<file path="src/logic/io_cell_pkg.sv">
// constants shared by the pin cell block and its register cell
// assumes one 10 MHz clock; every slower clock is an enable tick
package io_cell_pkg;
  // block sizes
  localparam int ROW_CELLS   = 5;
  localparam int COL_CELLS   = 4;
  localparam int REGION_CLKS = 6;
  localparam int IN_PATHS    = 2;
  // three storage elements per cell, bit positions in a cell vector
  localparam int REGS    = 3;
  localparam int REG_CAP = 0;
  localparam int REG_OUT = 1;
  localparam int REG_OE  = 2;
  // clock source select codes: 0..5 region clocks, then fabric, then off
  localparam int         SEL_W      = 3;
  localparam logic [2:0] SEL_FABRIC = 3'h6;
  localparam logic [2:0] SEL_OFF    = 3'h7;
  // reset values
  localparam logic       STORE_RST = 1'b0;
  localparam logic       DLY_RST   = 1'b0;
  localparam logic [1:0] SYNC_RST  = 2'h0;
  // region clock divider counts, in ref_clk cycles per tick
  localparam int DIV_W      = 8;
  localparam int REGION_DIV0 = 1;
  localparam int REGION_DIV1 = 2;
  localparam int REGION_DIV2 = 4;
  localparam int REGION_DIV3 = 8;
  localparam int REGION_DIV4 = 16;
  localparam int REGION_DIV5 = 32;
endpackage

</file>
<file path="src/logic/io_cell.sv">
// one pin cell: capture, launch and drive-enable storage elements
// assumes ticks, enables and clears are synchronous to clk
`timescale 1ns/1ps
module io_cell (
  // clock and reset
  input  wire logic       clk,
  input  wire logic       rst_n,
  // selected clock ticks and enables
  input  wire logic       cap_tick,
  input  wire logic       cap_ce,
  input  wire logic       launch_tick,
  input  wire logic       launch_ce,
  // clears and per-register ignore masks
  input  wire logic       aclr,
  input  wire logic       sclr,
  input  wire logic [2:0] aclr_ign,
  input  wire logic [2:0] sclr_ign,
  input  wire logic       preset,
  // data into the three registers
  input  wire logic       d_cap,
  input  wire logic       d_out,
  input  wire logic       d_oe,
  // register values
  output logic            q_cap,
  output logic            q_out,
  output logic            q_oe
);
  // stored bit is value xor power-up level, so reset constant gives power-up level
  logic [2:0] s_ff;
  logic [2:0] nxt_s_ff;
  wire  [2:0] tick     = {launch_tick, launch_tick, cap_tick};
  wire  [2:0] ce       = {launch_ce, launch_ce, cap_ce};
  wire  [2:0] d        = {d_oe, d_out, d_cap};
  wire  [2:0] pre_v    = {3{preset}};
  wire  [2:0] aclr_hit = {3{aclr}} & ~aclr_ign;
  wire  [2:0] sclr_hit = {3{sclr}} & ~sclr_ign & tick;
  wire  [2:0] load     = tick & ce;
  wire  [2:0] q_v;

  // clear or preset wins, then enabled load, else hold
  assign nxt_s_ff = ~(aclr_hit | sclr_hit) & ((load & (d ^ pre_v)) | (~load & s_ff));
  // asynchronous clear shows at once on the value
  assign q_v   = (aclr_hit & pre_v) | (~aclr_hit & (s_ff ^ pre_v));
  assign q_cap = q_v[io_cell_pkg::REG_CAP];
  assign q_out = q_v[io_cell_pkg::REG_OUT];
  assign q_oe  = q_v[io_cell_pkg::REG_OE];

  // exactly three storage elements
  always_ff @(posedge clk or negedge rst_n) begin
    if (!rst_n) begin
      s_ff <= {3{io_cell_pkg::STORE_RST}};
    end else begin
      s_ff <= nxt_s_ff;
    end
  end

  a_hold_no_enable: assert property (@(posedge clk) disable iff (!rst_n)
    !(launch_tick && launch_ce) && !aclr_hit[1] && !sclr_hit[1] |=> $stable(s_ff[1]))
    else $error("launch register changed without enable");

  a_capture_load: assert property (@(posedge clk) disable iff (!rst_n)
    cap_tick && cap_ce && !aclr_hit[0] && !sclr_hit[0] |=> s_ff[0] == ($past(d_cap) ^ preset))
    else $error("capture register did not load");

  a_aclr_forces: assert property (@(posedge clk) disable iff (!rst_n)
    aclr && !aclr_ign[2] |-> q_oe == preset ##1 s_ff[2] == 1'b0)
    else $error("asynchronous clear not applied to drive enable");

  a_sclr_sync: assert property (@(posedge clk) disable iff (!rst_n)
    launch_tick && sclr && !sclr_ign[1] |=> q_out == $past(preset))
    else $error("synchronous clear did not act on launch edge");

  a_powerup_value: assert property (@(posedge clk) disable iff (!rst_n)
    $rose(rst_n) |-> (q_cap == preset || aclr) && s_ff == 3'h0)
    else $error("registers not at power-up level after reset");
endmodule

</file>
<file path="src/logic/io_cell_register_block.sv">
// row or column block of bidirectional pin cells between fabric and pins
// assumes fabric lines and pad_in are synchronous to ref_clk; config is static
// Contract
// - each cell has one capture, one launch and one drive-enable register
// - capture register has its own clock and clock enable
// - launch and drive-enable registers share one clock and one enable
// - all three share sync and async clear, each may ignore either
// - every cell picks its own control sources
// - a cell uses async clear or async preset, never both
// - registers power up low with clear, high with preset
// - all registers of a cell use the same clear or preset signal
// - a synchronous clear acts on the register clock edge
// - two pin-to-fabric paths, each combinational or registered, own delay; only path a can be registered here, and then without its delay
// - capture register takes one path; other stays combinational, one delay
// - row block holds up to five cells, column block up to four
// - row block takes seven fabric lines per cell, 35 in all
// - column block takes seven fabric lines per cell, 28 in all
// - six region clocks selectable as register clocks beside fabric clocks
`timescale 1ns/1ps
module io_cell_register_block #(
  parameter int CELLS = io_cell_pkg::ROW_CELLS,
  parameter int REGION_DIV [io_cell_pkg::REGION_CLKS] = '{io_cell_pkg::REGION_DIV0, io_cell_pkg::REGION_DIV1,
    io_cell_pkg::REGION_DIV2, io_cell_pkg::REGION_DIV3, io_cell_pkg::REGION_DIV4, io_cell_pkg::REGION_DIV5}
) (
  // clock and reset
  input  wire logic               ref_clk,
  input  wire logic               reset_n,
  // fabric-driven lines, one per cell each
  input  wire logic [CELLS-1:0]   fab_dout,
  input  wire logic [CELLS-1:0]   fab_oe,
  input  wire logic [CELLS-1:0]   fab_ce_cap,
  input  wire logic [CELLS-1:0]   fab_ce_launch,
  input  wire logic [CELLS-1:0]   fab_clk,
  input  wire logic [CELLS-1:0]   fab_aclr,
  input  wire logic [CELLS-1:0]   fab_sclr,
  // two input paths into the fabric
  output logic [CELLS-1:0]        fab_din_a,
  output logic [CELLS-1:0]        fab_din_b,
  // package pins
  input  wire logic [CELLS-1:0]   pad_in,
  output logic [CELLS-1:0]        pad_out,
  output logic [CELLS-1:0]        pad_oe,
  // per-cell clock source selects, three bits per cell
  input  wire logic [3*CELLS-1:0] cfg_cap_clk_sel,
  input  wire logic [3*CELLS-1:0] cfg_launch_clk_sel,
  // per-cell source uses: high takes the fabric line
  input  wire logic [CELLS-1:0]   cfg_cap_ce_use,
  input  wire logic [CELLS-1:0]   cfg_launch_ce_use,
  input  wire logic [CELLS-1:0]   cfg_oe_use,
  input  wire logic [CELLS-1:0]   cfg_aclr_use,
  input  wire logic [CELLS-1:0]   cfg_sclr_use,
  // per-cell preset mode: high gives preset and power-up high
  input  wire logic [CELLS-1:0]   cfg_preset,
  // per-cell register use: high registers the path
  input  wire logic [CELLS-1:0]   cfg_cap_reg,
  input  wire logic [CELLS-1:0]   cfg_out_reg,
  input  wire logic [CELLS-1:0]   cfg_oe_reg,
  // per-cell clear ignore masks, bit 0 capture, 1 launch, 2 drive enable
  input  wire logic [3*CELLS-1:0] cfg_aclr_ign,
  input  wire logic [3*CELLS-1:0] cfg_sclr_ign,
  // per-cell input delay selects, bit 0 path a, bit 1 path b
  input  wire logic [2*CELLS-1:0] cfg_dly,
  // region clock ticks, for observation
  output logic [5:0]              region_tick
);
  // helper bounds for checks
  localparam int DIV_LAST5 = REGION_DIV[5] - 1;

  // reset release through two flip-flops
  logic [1:0] rst_sync_ff;
  wire        rst_n = rst_sync_ff[1];

  // pin delayed by one cycle, the programmable delay tap
  logic [CELLS-1:0] pin_dly_ff;

  // per-cell register values
  logic [CELLS-1:0] q_cap;
  logic [CELLS-1:0] q_out;
  logic [CELLS-1:0] q_oe;

  // clock tick picked by a source select code
  function automatic logic tick_of(input logic [2:0] sel, input logic [5:0] rt, input logic fab);
    logic t;
    t = 1'b0;
    if (sel < io_cell_pkg::SEL_FABRIC) begin
      t = rt[sel];
    end else if (sel == io_cell_pkg::SEL_FABRIC) begin
      t = fab;
    end
    return t;
  endfunction

  // fabric line or always-on, as the use bit says
  function automatic logic pick(input logic use_fab, input logic fab);
    return use_fab ? fab : 1'b1;
  endfunction

  // release reset two edges after reset_n rises
  always_ff @(posedge ref_clk or negedge reset_n) begin
    if (!reset_n) begin
      rst_sync_ff <= io_cell_pkg::SYNC_RST;
    end else begin
      rst_sync_ff <= {rst_sync_ff[0], 1'b1};
    end
  end

  // six region clocks from the global clock, each a divided tick
  for (genvar k = 0; k < io_cell_pkg::REGION_CLKS; k++) begin : g_region
    localparam logic [io_cell_pkg::DIV_W-1:0] LAST = io_cell_pkg::DIV_W'(REGION_DIV[k] - 1);
    logic [io_cell_pkg::DIV_W-1:0] cnt_ff;
    logic [io_cell_pkg::DIV_W-1:0] nxt_cnt_ff;
    wire                           wrap = (cnt_ff == LAST);

    assign nxt_cnt_ff     = wrap ? '0 : cnt_ff + 1'b1;
    assign region_tick[k] = wrap;

    // divider counter
    always_ff @(posedge ref_clk or negedge rst_n) begin
      if (!rst_n) begin
        cnt_ff <= '0;
      end else begin
        cnt_ff <= nxt_cnt_ff;
      end
    end
  end

  // one-cycle delay tap of every pin
  always_ff @(posedge ref_clk or negedge rst_n) begin
    if (!rst_n) begin
      pin_dly_ff <= {CELLS{io_cell_pkg::DLY_RST}};
    end else begin
      pin_dly_ff <= pad_in;
    end
  end

  // gap since the slowest region tick, for checking
  logic [io_cell_pkg::DIV_W-1:0] gap5_ff;
  always_ff @(posedge ref_clk or negedge rst_n) begin
    if (!rst_n) begin
      gap5_ff <= '0;
    end else begin
      gap5_ff <= region_tick[5] ? '0 : gap5_ff + 1'b1;
    end
  end

  a_region_period: assert property (@(posedge ref_clk) disable iff (!rst_n)
    gap5_ff <= io_cell_pkg::DIV_W'(DIV_LAST5)
      && (region_tick[5] == (gap5_ff == io_cell_pkg::DIV_W'(DIV_LAST5))))
    else $error("region clock tick spacing wrong");

  // cells of the block, up to five in a row, four in a column
  for (genvar i = 0; i < CELLS; i++) begin : g_cell
    // control source selection, separate for each cell
    wire cap_tick    = tick_of(cfg_cap_clk_sel[3*i +: 3], region_tick, fab_clk[i]);
    wire launch_tick = tick_of(cfg_launch_clk_sel[3*i +: 3], region_tick, fab_clk[i]);
    wire cap_ce      = pick(cfg_cap_ce_use[i], fab_ce_cap[i]);
    wire launch_ce   = pick(cfg_launch_ce_use[i], fab_ce_launch[i]);
    wire oe_src      = pick(cfg_oe_use[i], fab_oe[i]);
    wire aclr        = cfg_aclr_use[i] & fab_aclr[i];
    wire sclr        = cfg_sclr_use[i] & fab_sclr[i];

    // delayed or direct pin for each path
    wire pin_a = cfg_dly[2*i] ? pin_dly_ff[i] : pad_in[i];
    wire pin_b = cfg_dly[2*i+1] ? pin_dly_ff[i] : pad_in[i];

    io_cell u_cell (
      .clk         (ref_clk),
      .rst_n       (rst_n),
      .cap_tick    (cap_tick),
      .cap_ce      (cap_ce),
      .launch_tick (launch_tick),
      .launch_ce   (launch_ce),
      .aclr        (aclr),
      .sclr        (sclr),
      .aclr_ign    (cfg_aclr_ign[3*i +: 3]),
      .sclr_ign    (cfg_sclr_ign[3*i +: 3]),
      .preset      (cfg_preset[i]),
      .d_cap       (pad_in[i]),
      .d_out       (fab_dout[i]),
      .d_oe        (oe_src),
      .q_cap       (q_cap[i]),
      .q_out       (q_out[i]),
      .q_oe        (q_oe[i])
    );

    // pin side: data and drive enable, registered or bypassed
    assign pad_out[i] = cfg_out_reg[i] ? q_out[i] : fab_dout[i];
    assign pad_oe[i]  = cfg_oe_reg[i] ? q_oe[i] : oe_src;

    // fabric side: path a carries the capture register when used
    assign fab_din_a[i] = cfg_cap_reg[i] ? q_cap[i] : pin_a;
    assign fab_din_b[i] = pin_b;

    a_launch_shared: assert property (@(posedge ref_clk) disable iff (!rst_n)
      launch_tick && launch_ce && !aclr && !sclr && cfg_out_reg[i] && cfg_oe_reg[i]
      |=> (pad_out[i] == $past(fab_dout[i]) && pad_oe[i] == $past(oe_src)) || aclr)
      else $error("launch and drive enable did not update together");

    a_pad_drive: assert property (@(posedge ref_clk) disable iff (!rst_n)
      cfg_oe_reg[i] && launch_tick && launch_ce && !oe_src && !aclr && !sclr
      |=> !pad_oe[i] || (aclr && cfg_preset[i]))
      else $error("pin driven after drive enable dropped");

    a_path_b_delay: assert property (@(posedge ref_clk) disable iff (!rst_n)
      cfg_cap_reg[i] && cfg_dly[2*i+1] && $stable(cfg_dly[2*i+1]) |-> fab_din_b[i] == $past(pad_in[i]))
      else $error("combinational path delay wrong beside capture");
  end
endmodule

</file>
<file path="config.mk">
export PLATFORM = sky130hd
export DESIGN_NAME = io_cell_register_block
export DESIGN_NICKNAME = d
export VERILOG_FILES = /design/src/logic/io_cell_pkg.sv /design/src/logic/io_cell.sv /design/src/logic/io_cell_register_block.sv
export SDC_FILE = /design/constraint.sdc
export NUM_CORES = 1
export LEC_CHECK = 0
export BUFFER_PORTS_ARGS = -buffer_cell sky130_fd_sc_hd__clkbuf_2
export CAP_MARGIN = 40
export CORE_MARGIN = 1
export CORE_UTILIZATION = 25
export CTS_BUF_LIST = sky130_fd_sc_hd__clkbuf_2
export CTS_CLUSTER_DIAMETER = 50
export DETAILED_ROUTE_END_ITERATION = 6
export PLACE_DENSITY = 0.57
export SYNTH_ARGS = -nofsm -noshare
export SYNTH_HDL_FRONTEND = slang
export SYNTH_SLANG_ARGS = --single-unit
export TNS_END_PERCENT = 50
</file>
<file path="constraint.sdc">
create_clock -name ref_clk -period 2.9 [get_ports ref_clk]
set_input_delay 0 -clock ref_clk [delete_from_list [all_inputs] [get_ports ref_clk]]
set_output_delay 0 -clock ref_clk [all_outputs]
set_load 0.005 [all_outputs]
</file>
# After elaboration in Yosys (flattened, before gate mapping)
# Index checks and enable logic that the tools add are counted.
# W data, S select, Z words.
[totals]
reg_bits = 70
in_bits = 157
output_inout_bits = 26
word_cells = 246
[classes]
addsub = 6
n_lt_le_gt_ge = 20
eq_ne = 15
muxes = 86
bitwise = 105
reduce_logical = 1
[ops]
columns = ["op", "n"]
rows = [
  ["$and A3 B3 Y3", 45],
  ["$not A3 Y3", 25],
  ["$mux W1", 70],
  ["$add A8 B1 Y8 const B", 6],
  ["$mux W8", 6],
  ["$or A3 B3 Y3", 15],
  ["$lt A3 B4 Y1 const B", 10],
  ["$bmux W1 S3", 10],
  ["$eq A3 B3 Y1 const B", 10],
  ["$lt A3 B3 Y1 const B", 10],
  ["$xor A3 B3 Y3", 10],
  ["$and A1 B1 Y1", 10],
  ["$eq A8 B1 Y1 const B", 1],
  ["$eq A8 B2 Y1 const B", 1],
  ["$eq A8 B3 Y1 const B", 1],
  ["$eq A8 B4 Y1 const B", 1],
  ["$eq A8 B5 Y1 const B", 1],
  ["$logic_not A8 Y1", 1],
]

# Logic depth before layout (Yosys ltp)
[logic_depth]
ltp_word = 9
ltp_mapped = 9
depth_no_buf = 8

# Modules after synthesis
# Synthesis repeated with hierarchy kept, for this count alone.
[unflattened]
cells_unflattened = 509
hier_area_um2 = 4621.9
[by_module_without_submodules]
columns = ["module", "instances", "cells_each", "area_per_inst_um2", "seq_area_each_um2"]
rows = [
  ["io_cell_register_block", 1, 359, 3395.8, 1376.3],
  ["io_cell", 5, 30, 245.2, 75.1],
]

# Worst setup path before layout
# No wires, ideal clock.
[synth_path]
kind = "flip-flop to flip-flop"
startpoint = "register g_region[2].cnt_ff[5] (netlist name)"
endpoint = "register g_cell[3].u_cell.s_ff[1]"
setup_time_ns = 0.065
arrival_time_ns = 2.137
required_ns = 2.835
path_slack_ns = 0.698
stages_incl_launch_ff = 9
path_buffers = 1
synth_period_minus_slack_ns = 2.202
cell_sequence = "dfrtp_1 or4_1 or3_1 buf_6 clkinv_8 o22ai_4 nor4_4 and2b_1 o221a_2"
[synth_via]
elab_chain_len = 9
elab_cells_between_ends = 13
cone_classes = "1 x eq/ne; 3 x mux; 9 x bitwise"
[synth_lines]
columns = ["element", "line_no", "text"]
rows = [
  ["from (decl)", "io_cell_register_block.sv:110", "logic [io_cell_pkg::DIV_W-1:0] cnt_ff;"],
  ["from (signal assigned)", "io_cell_register_block.sv:122", "cnt_ff <= nxt_cnt_ff;"],
  ["$eq A8 B2 Y1 (*)", "io_cell_register_block.sv:112", "wire wrap = (cnt_ff == LAST);"],
  ["net g_region[2].wrap", "io_cell_register_block.sv:112", ""],
  ["$bmux W1 S3 (*)", "io_cell_register_block.sv:86", "t = rt[sel];"],
  ["$mux W1 (not written as such) (*)", "io_cell_register_block.sv:86", ""],
  ["$mux W1 (*)", "io_cell_register_block.sv:85", "if (sel < io_cell_pkg::SEL_FABRIC) begin"],
  ["$and A3 B3 Y3", "io_cell.sv:37", "wire [2:0] load = tick & ce;"],
  ["$not A3 Y3", "io_cell.sv:41", "assign nxt_s_ff = ~(aclr_hit | sclr_hit) & ((load & (d ^ pre_v)) | (~load & s_ff));"],
  ["$and A3 B3 Y3", "io_cell.sv:41", ""],
  ["$or A3 B3 Y3", "io_cell.sv:41", ""],
  ["$and A3 B3 Y3 (*)", "io_cell.sv:41", ""],
  ["net g_cell[3].u_cell.nxt_s_ff[1]", "io_cell.sv:30", "logic [2:0] nxt_s_ff;"],
  ["to (signal assigned)", "io_cell.sv:51", "s_ff <= {3{io_cell_pkg::STORE_RST}};"],
  ["to (signal assigned)", "io_cell.sv:53", "s_ff <= nxt_s_ff;"],
  ["to (decl)", "io_cell.sv:29", "logic [2:0] s_ff;"],
]
# Mark *: on every way through the listed nets, which the timed path passes. The rest lies on a longest branch. The select of a mux whose other input is x is not followed.

# Worst setup path in the final report
[layout_path]
startpoint = "register g_region[0].cnt_ff[0] (netlist name)"
endpoint = "register g_cell[1].u_cell.s_ff[1]"
[layout_via]
elab_chain_len = 9
elab_cells_between_ends = 13
cone_classes = "3 x mux; 9 x bitwise; 1 x reduce/logical"
[layout_lines]
columns = ["element", "line_no"]
rows = [
  ["from (decl)", "io_cell_register_block.sv:110"],
  ["from (signal assigned)", "io_cell_register_block.sv:122"],
  ["$logic_not A8 Y1 (*)", "io_cell_register_block.sv:112"],
  ["$bmux W1 S3 (*)", "io_cell_register_block.sv:86"],
  ["$mux W1 (not written as such) (*)", "io_cell_register_block.sv:86"],
  ["$mux W1 (*)", "io_cell_register_block.sv:85"],
  ["$and A3 B3 Y3", "io_cell.sv:37"],
  ["$not A3 Y3", "io_cell.sv:41"],
  ["$and A3 B3 Y3", "io_cell.sv:41"],
  ["$or A3 B3 Y3", "io_cell.sv:41"],
  ["$and A3 B3 Y3 (*)", "io_cell.sv:41"],
  ["net g_cell[1].u_cell.nxt_s_ff[1]", "io_cell.sv:30"],
  ["to (signal assigned)", "io_cell.sv:51"],
  ["to (signal assigned)", "io_cell.sv:53"],
  ["to (decl)", "io_cell.sv:29"],
]
# Marks and branches as above.

==> results.txt <==
Share of layout cells above drive strength 1: 28.3%
Post-synthesis sequential area ratio: 37.8%
Full die area: 0.0191 mm^2
Distinct cells, synth: 56
Dpl cells: 911
Worst Path Max Fanout: 11
Worst Tran Pin Value: 516 ps
Worst setup SP type: flip-flop
Max H-tree Level: 3
Pwr Total: 2.29 mW
Initial DRC Count: 217
Leakage: 3.43 nW
Fill count: 1823
DP HPWL: 9.89 mm
#FFs+latches synth: 70
PortBufs: 182
Final Hold Viols: 0
Top FF cell, synth: dfrtp_1
Critical path class: flip-flop to flip-flop
CTS root buffer: clkbuf_2
Setup ws final: 169 ps
Routability cong.: 0.800
Crit end category: flip-flop
Vias in the first global route: 4839
Place WS: 336 ps
Most Frequent Cell on Critical Path: inv_1
Area after DPL: 0.00578 mm^2
TritonCTS Buffers: 9
# IOs: 183
PwrDens: 319 mW/mm^2
Die width: 138 um
Final Cycle Share: 94.2%
RSZ-0062 raised after global routing: no
EDFF count, synth: 0
First-pass GRT wire length: 22.9 mm
FMAX: 0.366 GHz
Crit path max-delay family: buffers and inverters
Core area: 0.0181 mm^2
Max IR drop VDD: 151 uV
Synth-to-Final Area Change: 54.9%
Max Buffers Root-to-Sink: 2
Final cell count without fillers: 1056
Commonest cells after routing, fill and taps aside: clkbuf_2 (191), dlygate4sd3_1 (128), dfrtp_1 (69), nand2_1 (43), xnor2_1 (42)
Final slew viol count: 0
Violated checks: design-rule violations
Syn_area_per_cell: 9.02 um^2
Cell Area, Synth: 0.00464 mm^2
CP Data Arrival Time: 3190 ps
GRT Overall Usage: 14.9%
Critical Path RT: 3360 ps
Crit path cell chain: inv_1 -> ha_1 -> nand3_1 -> inv_1 -> or3_1 -> a32o_1 -> dlygate4sd3_1 -> a311oi_1
Final setup vio count: 0
Worst Path Buf+Inv: 3
Initial antenna violation count: 1
Max-slew headroom: 65.6%
Setup TNS: 0 ps
Result of the run: finished with violations
Total Routed Length: 13.8 mm
Worst-Skew Late Latency: 550 ps
Min Tclk post-route: 2730 ps
Worst Skew: 17.0 ps
DRC errors left: 10
Leading cell type in the layout, fill and taps excluded: clkbuf_2
Die Ht: 138 um
FFs w/ async S/R, synth: 100%
MaxCap Viol Count: 0
Post-CTS Setup Bufs: 0
Syn Inst Count: 514
Largest net degree at the start of global routing: 58
Starting density of the core: 25.6%
CP max-delay cell: dlygate4sd3_1
Overflow after GRT: 0
Clock sinks: 70
Nets@finish: 986
Total number of vias: 4816
CTS tree: yes
Routed wire per std cell: 13.0 um
Post-Syn Nets: 679
Clock Pin Slew Worst Setup and Hold Paths: 200 ps
Crit-path max cell delay: 580 ps
Hold Crit Class: input port to flip-flop
Vias/cell: 4.56
DR pass1 iterations: 6
Antenna viol nets, final: 0
Fin area: 0.00718 mm^2
YS warnings: 0
Row count: 49
through the flow:
stage | utilization (%) | hold WS [ps]
6_report | 39.7 | 56.7
5_1_grt | 39.7 | 45.5
4_1_cts | 39.6 | 1.48
3_5_place_dp | 31.9 | -211
3_3_place_gp | 31.8 | -208
2_1_floorplan | - | -296
registers in the layout, summed over array words and instances, names as in the netlist:
name                count
rst_sync_ff             2
pin_dly_ff              5
g_cell.u_cell.s_ff     15
g_region.cnt_ff        48
final timing paths:
kind / startpoint / end / slack (ps) / depth (start not counted)
worst max register to register: g_region[0].cnt_ff[0] / g_cell[1].u_cell.s_ff[1] / 170 / 8
max in group asynchronous: rst_sync_ff[1] / pin_dly_ff[4] / 2170 / 1
worst min register to register: rst_sync_ff[1] / g_cell[3].u_cell.s_ff[1] / 180 / 0
worst max-delay path: g_region[0].cnt_ff[0] / g_cell[1].u_cell.s_ff[1] / 170 / 8
min in group asynchronous: rst_sync_ff[1] / g_cell[3].u_cell.s_ff[1] / 180 / 0
worst min-delay path: cfg_preset[1] / g_cell[1].u_cell.s_ff[0] / 60 / 5
cells by family (layout without fill, tap and decap cells):
kind of cell	Yosys count	count (layout)	share of synthesized area, %
and+or+nand+nor	181	181	20.1
AOI/OAI and AO/OA	122	122	17.5
DFF	70	70	37.8
xor gates and xnor gates	64	64	12.1
buffers and inverters	48	360	5.40
muxes	20	20	4.83
adders and majority gates	8	8	2.16
other	1	2	0.0809
metal layers:
layer | vias up | GRT usage, % | part of all wire (%)
met5 | - | 0 | 0
met4 | 0 | 5.97 | 2.0
met3 | 24 | 2.91 | 5.0
met2 | 129 | 25.5 | 48
met1 | 2207 | 18.6 | 45
li1 | 2456 | - | -
where the power goes:
part	switching, mW	internal (mW)
registers	0.0240	1.02
logic	0.280	0.394
clock network	0.379	0.193
worst register-to-register path, cell delays in order, from the launching register on:
cell and delay [ps]:
dfrtp_1 450, inv_1 60, ha_1 190, nand3_1 150, inv_1 280, or3_1 390
a32o_1 300, dlygate4sd3_1 590, a311oi_1 240
cell usage after synthesis (7+ instances only):
cell type	count	area share (%)
dfrtp_1	70	38
nand2_1	43	3.5
xnor2_1	42	7.9
nor2_1	40	3.2
o21ai_0	30	3.2
nand3_1	26	2.8
inv_1	25	2.0
xor2_1	22	4.2
a21oi_1	20	2.2
o22ai_1	19	2.6
nor2b_1	13	1.8
buf_4	11	1.8
mux2i_1	10	2.2
or3_1	10	1.3
and3_1	9	1.2
a31oi_1	8	1.1
clkbuf_1	8	0.65
ha_1	8	2.2
mux2_2	8	1.9
nor3_1	7	0.76
o31ai_1	7	1.1
repair_timing:
item / 4_1_cts / 5_1_grt
endpoints found under the setup margin: 0 / 4
gates resized for setup: 0 / 3
hold buffers: 128 / 0
endpoints found under the hold margin: 22 / 0
layout make-up:
cell class | count | area (um^2) | share of cell area, %
inverters | 27 | 115 | 1.60
repair buffers | 317 | 2260 | 31.5
flip-flops and latches | 70 | 1760 | 24.4
clock buffers | 9 | 45.0 | 0.627
multi-input cells | 396 | 2650 | 36.9
clock inverters | 7 | 65.1 | 0.906
diodes | 1 | 2.50 | 0.0348
well taps | 229 | 287 | 3.99
(Power assumes the default switching activity.)
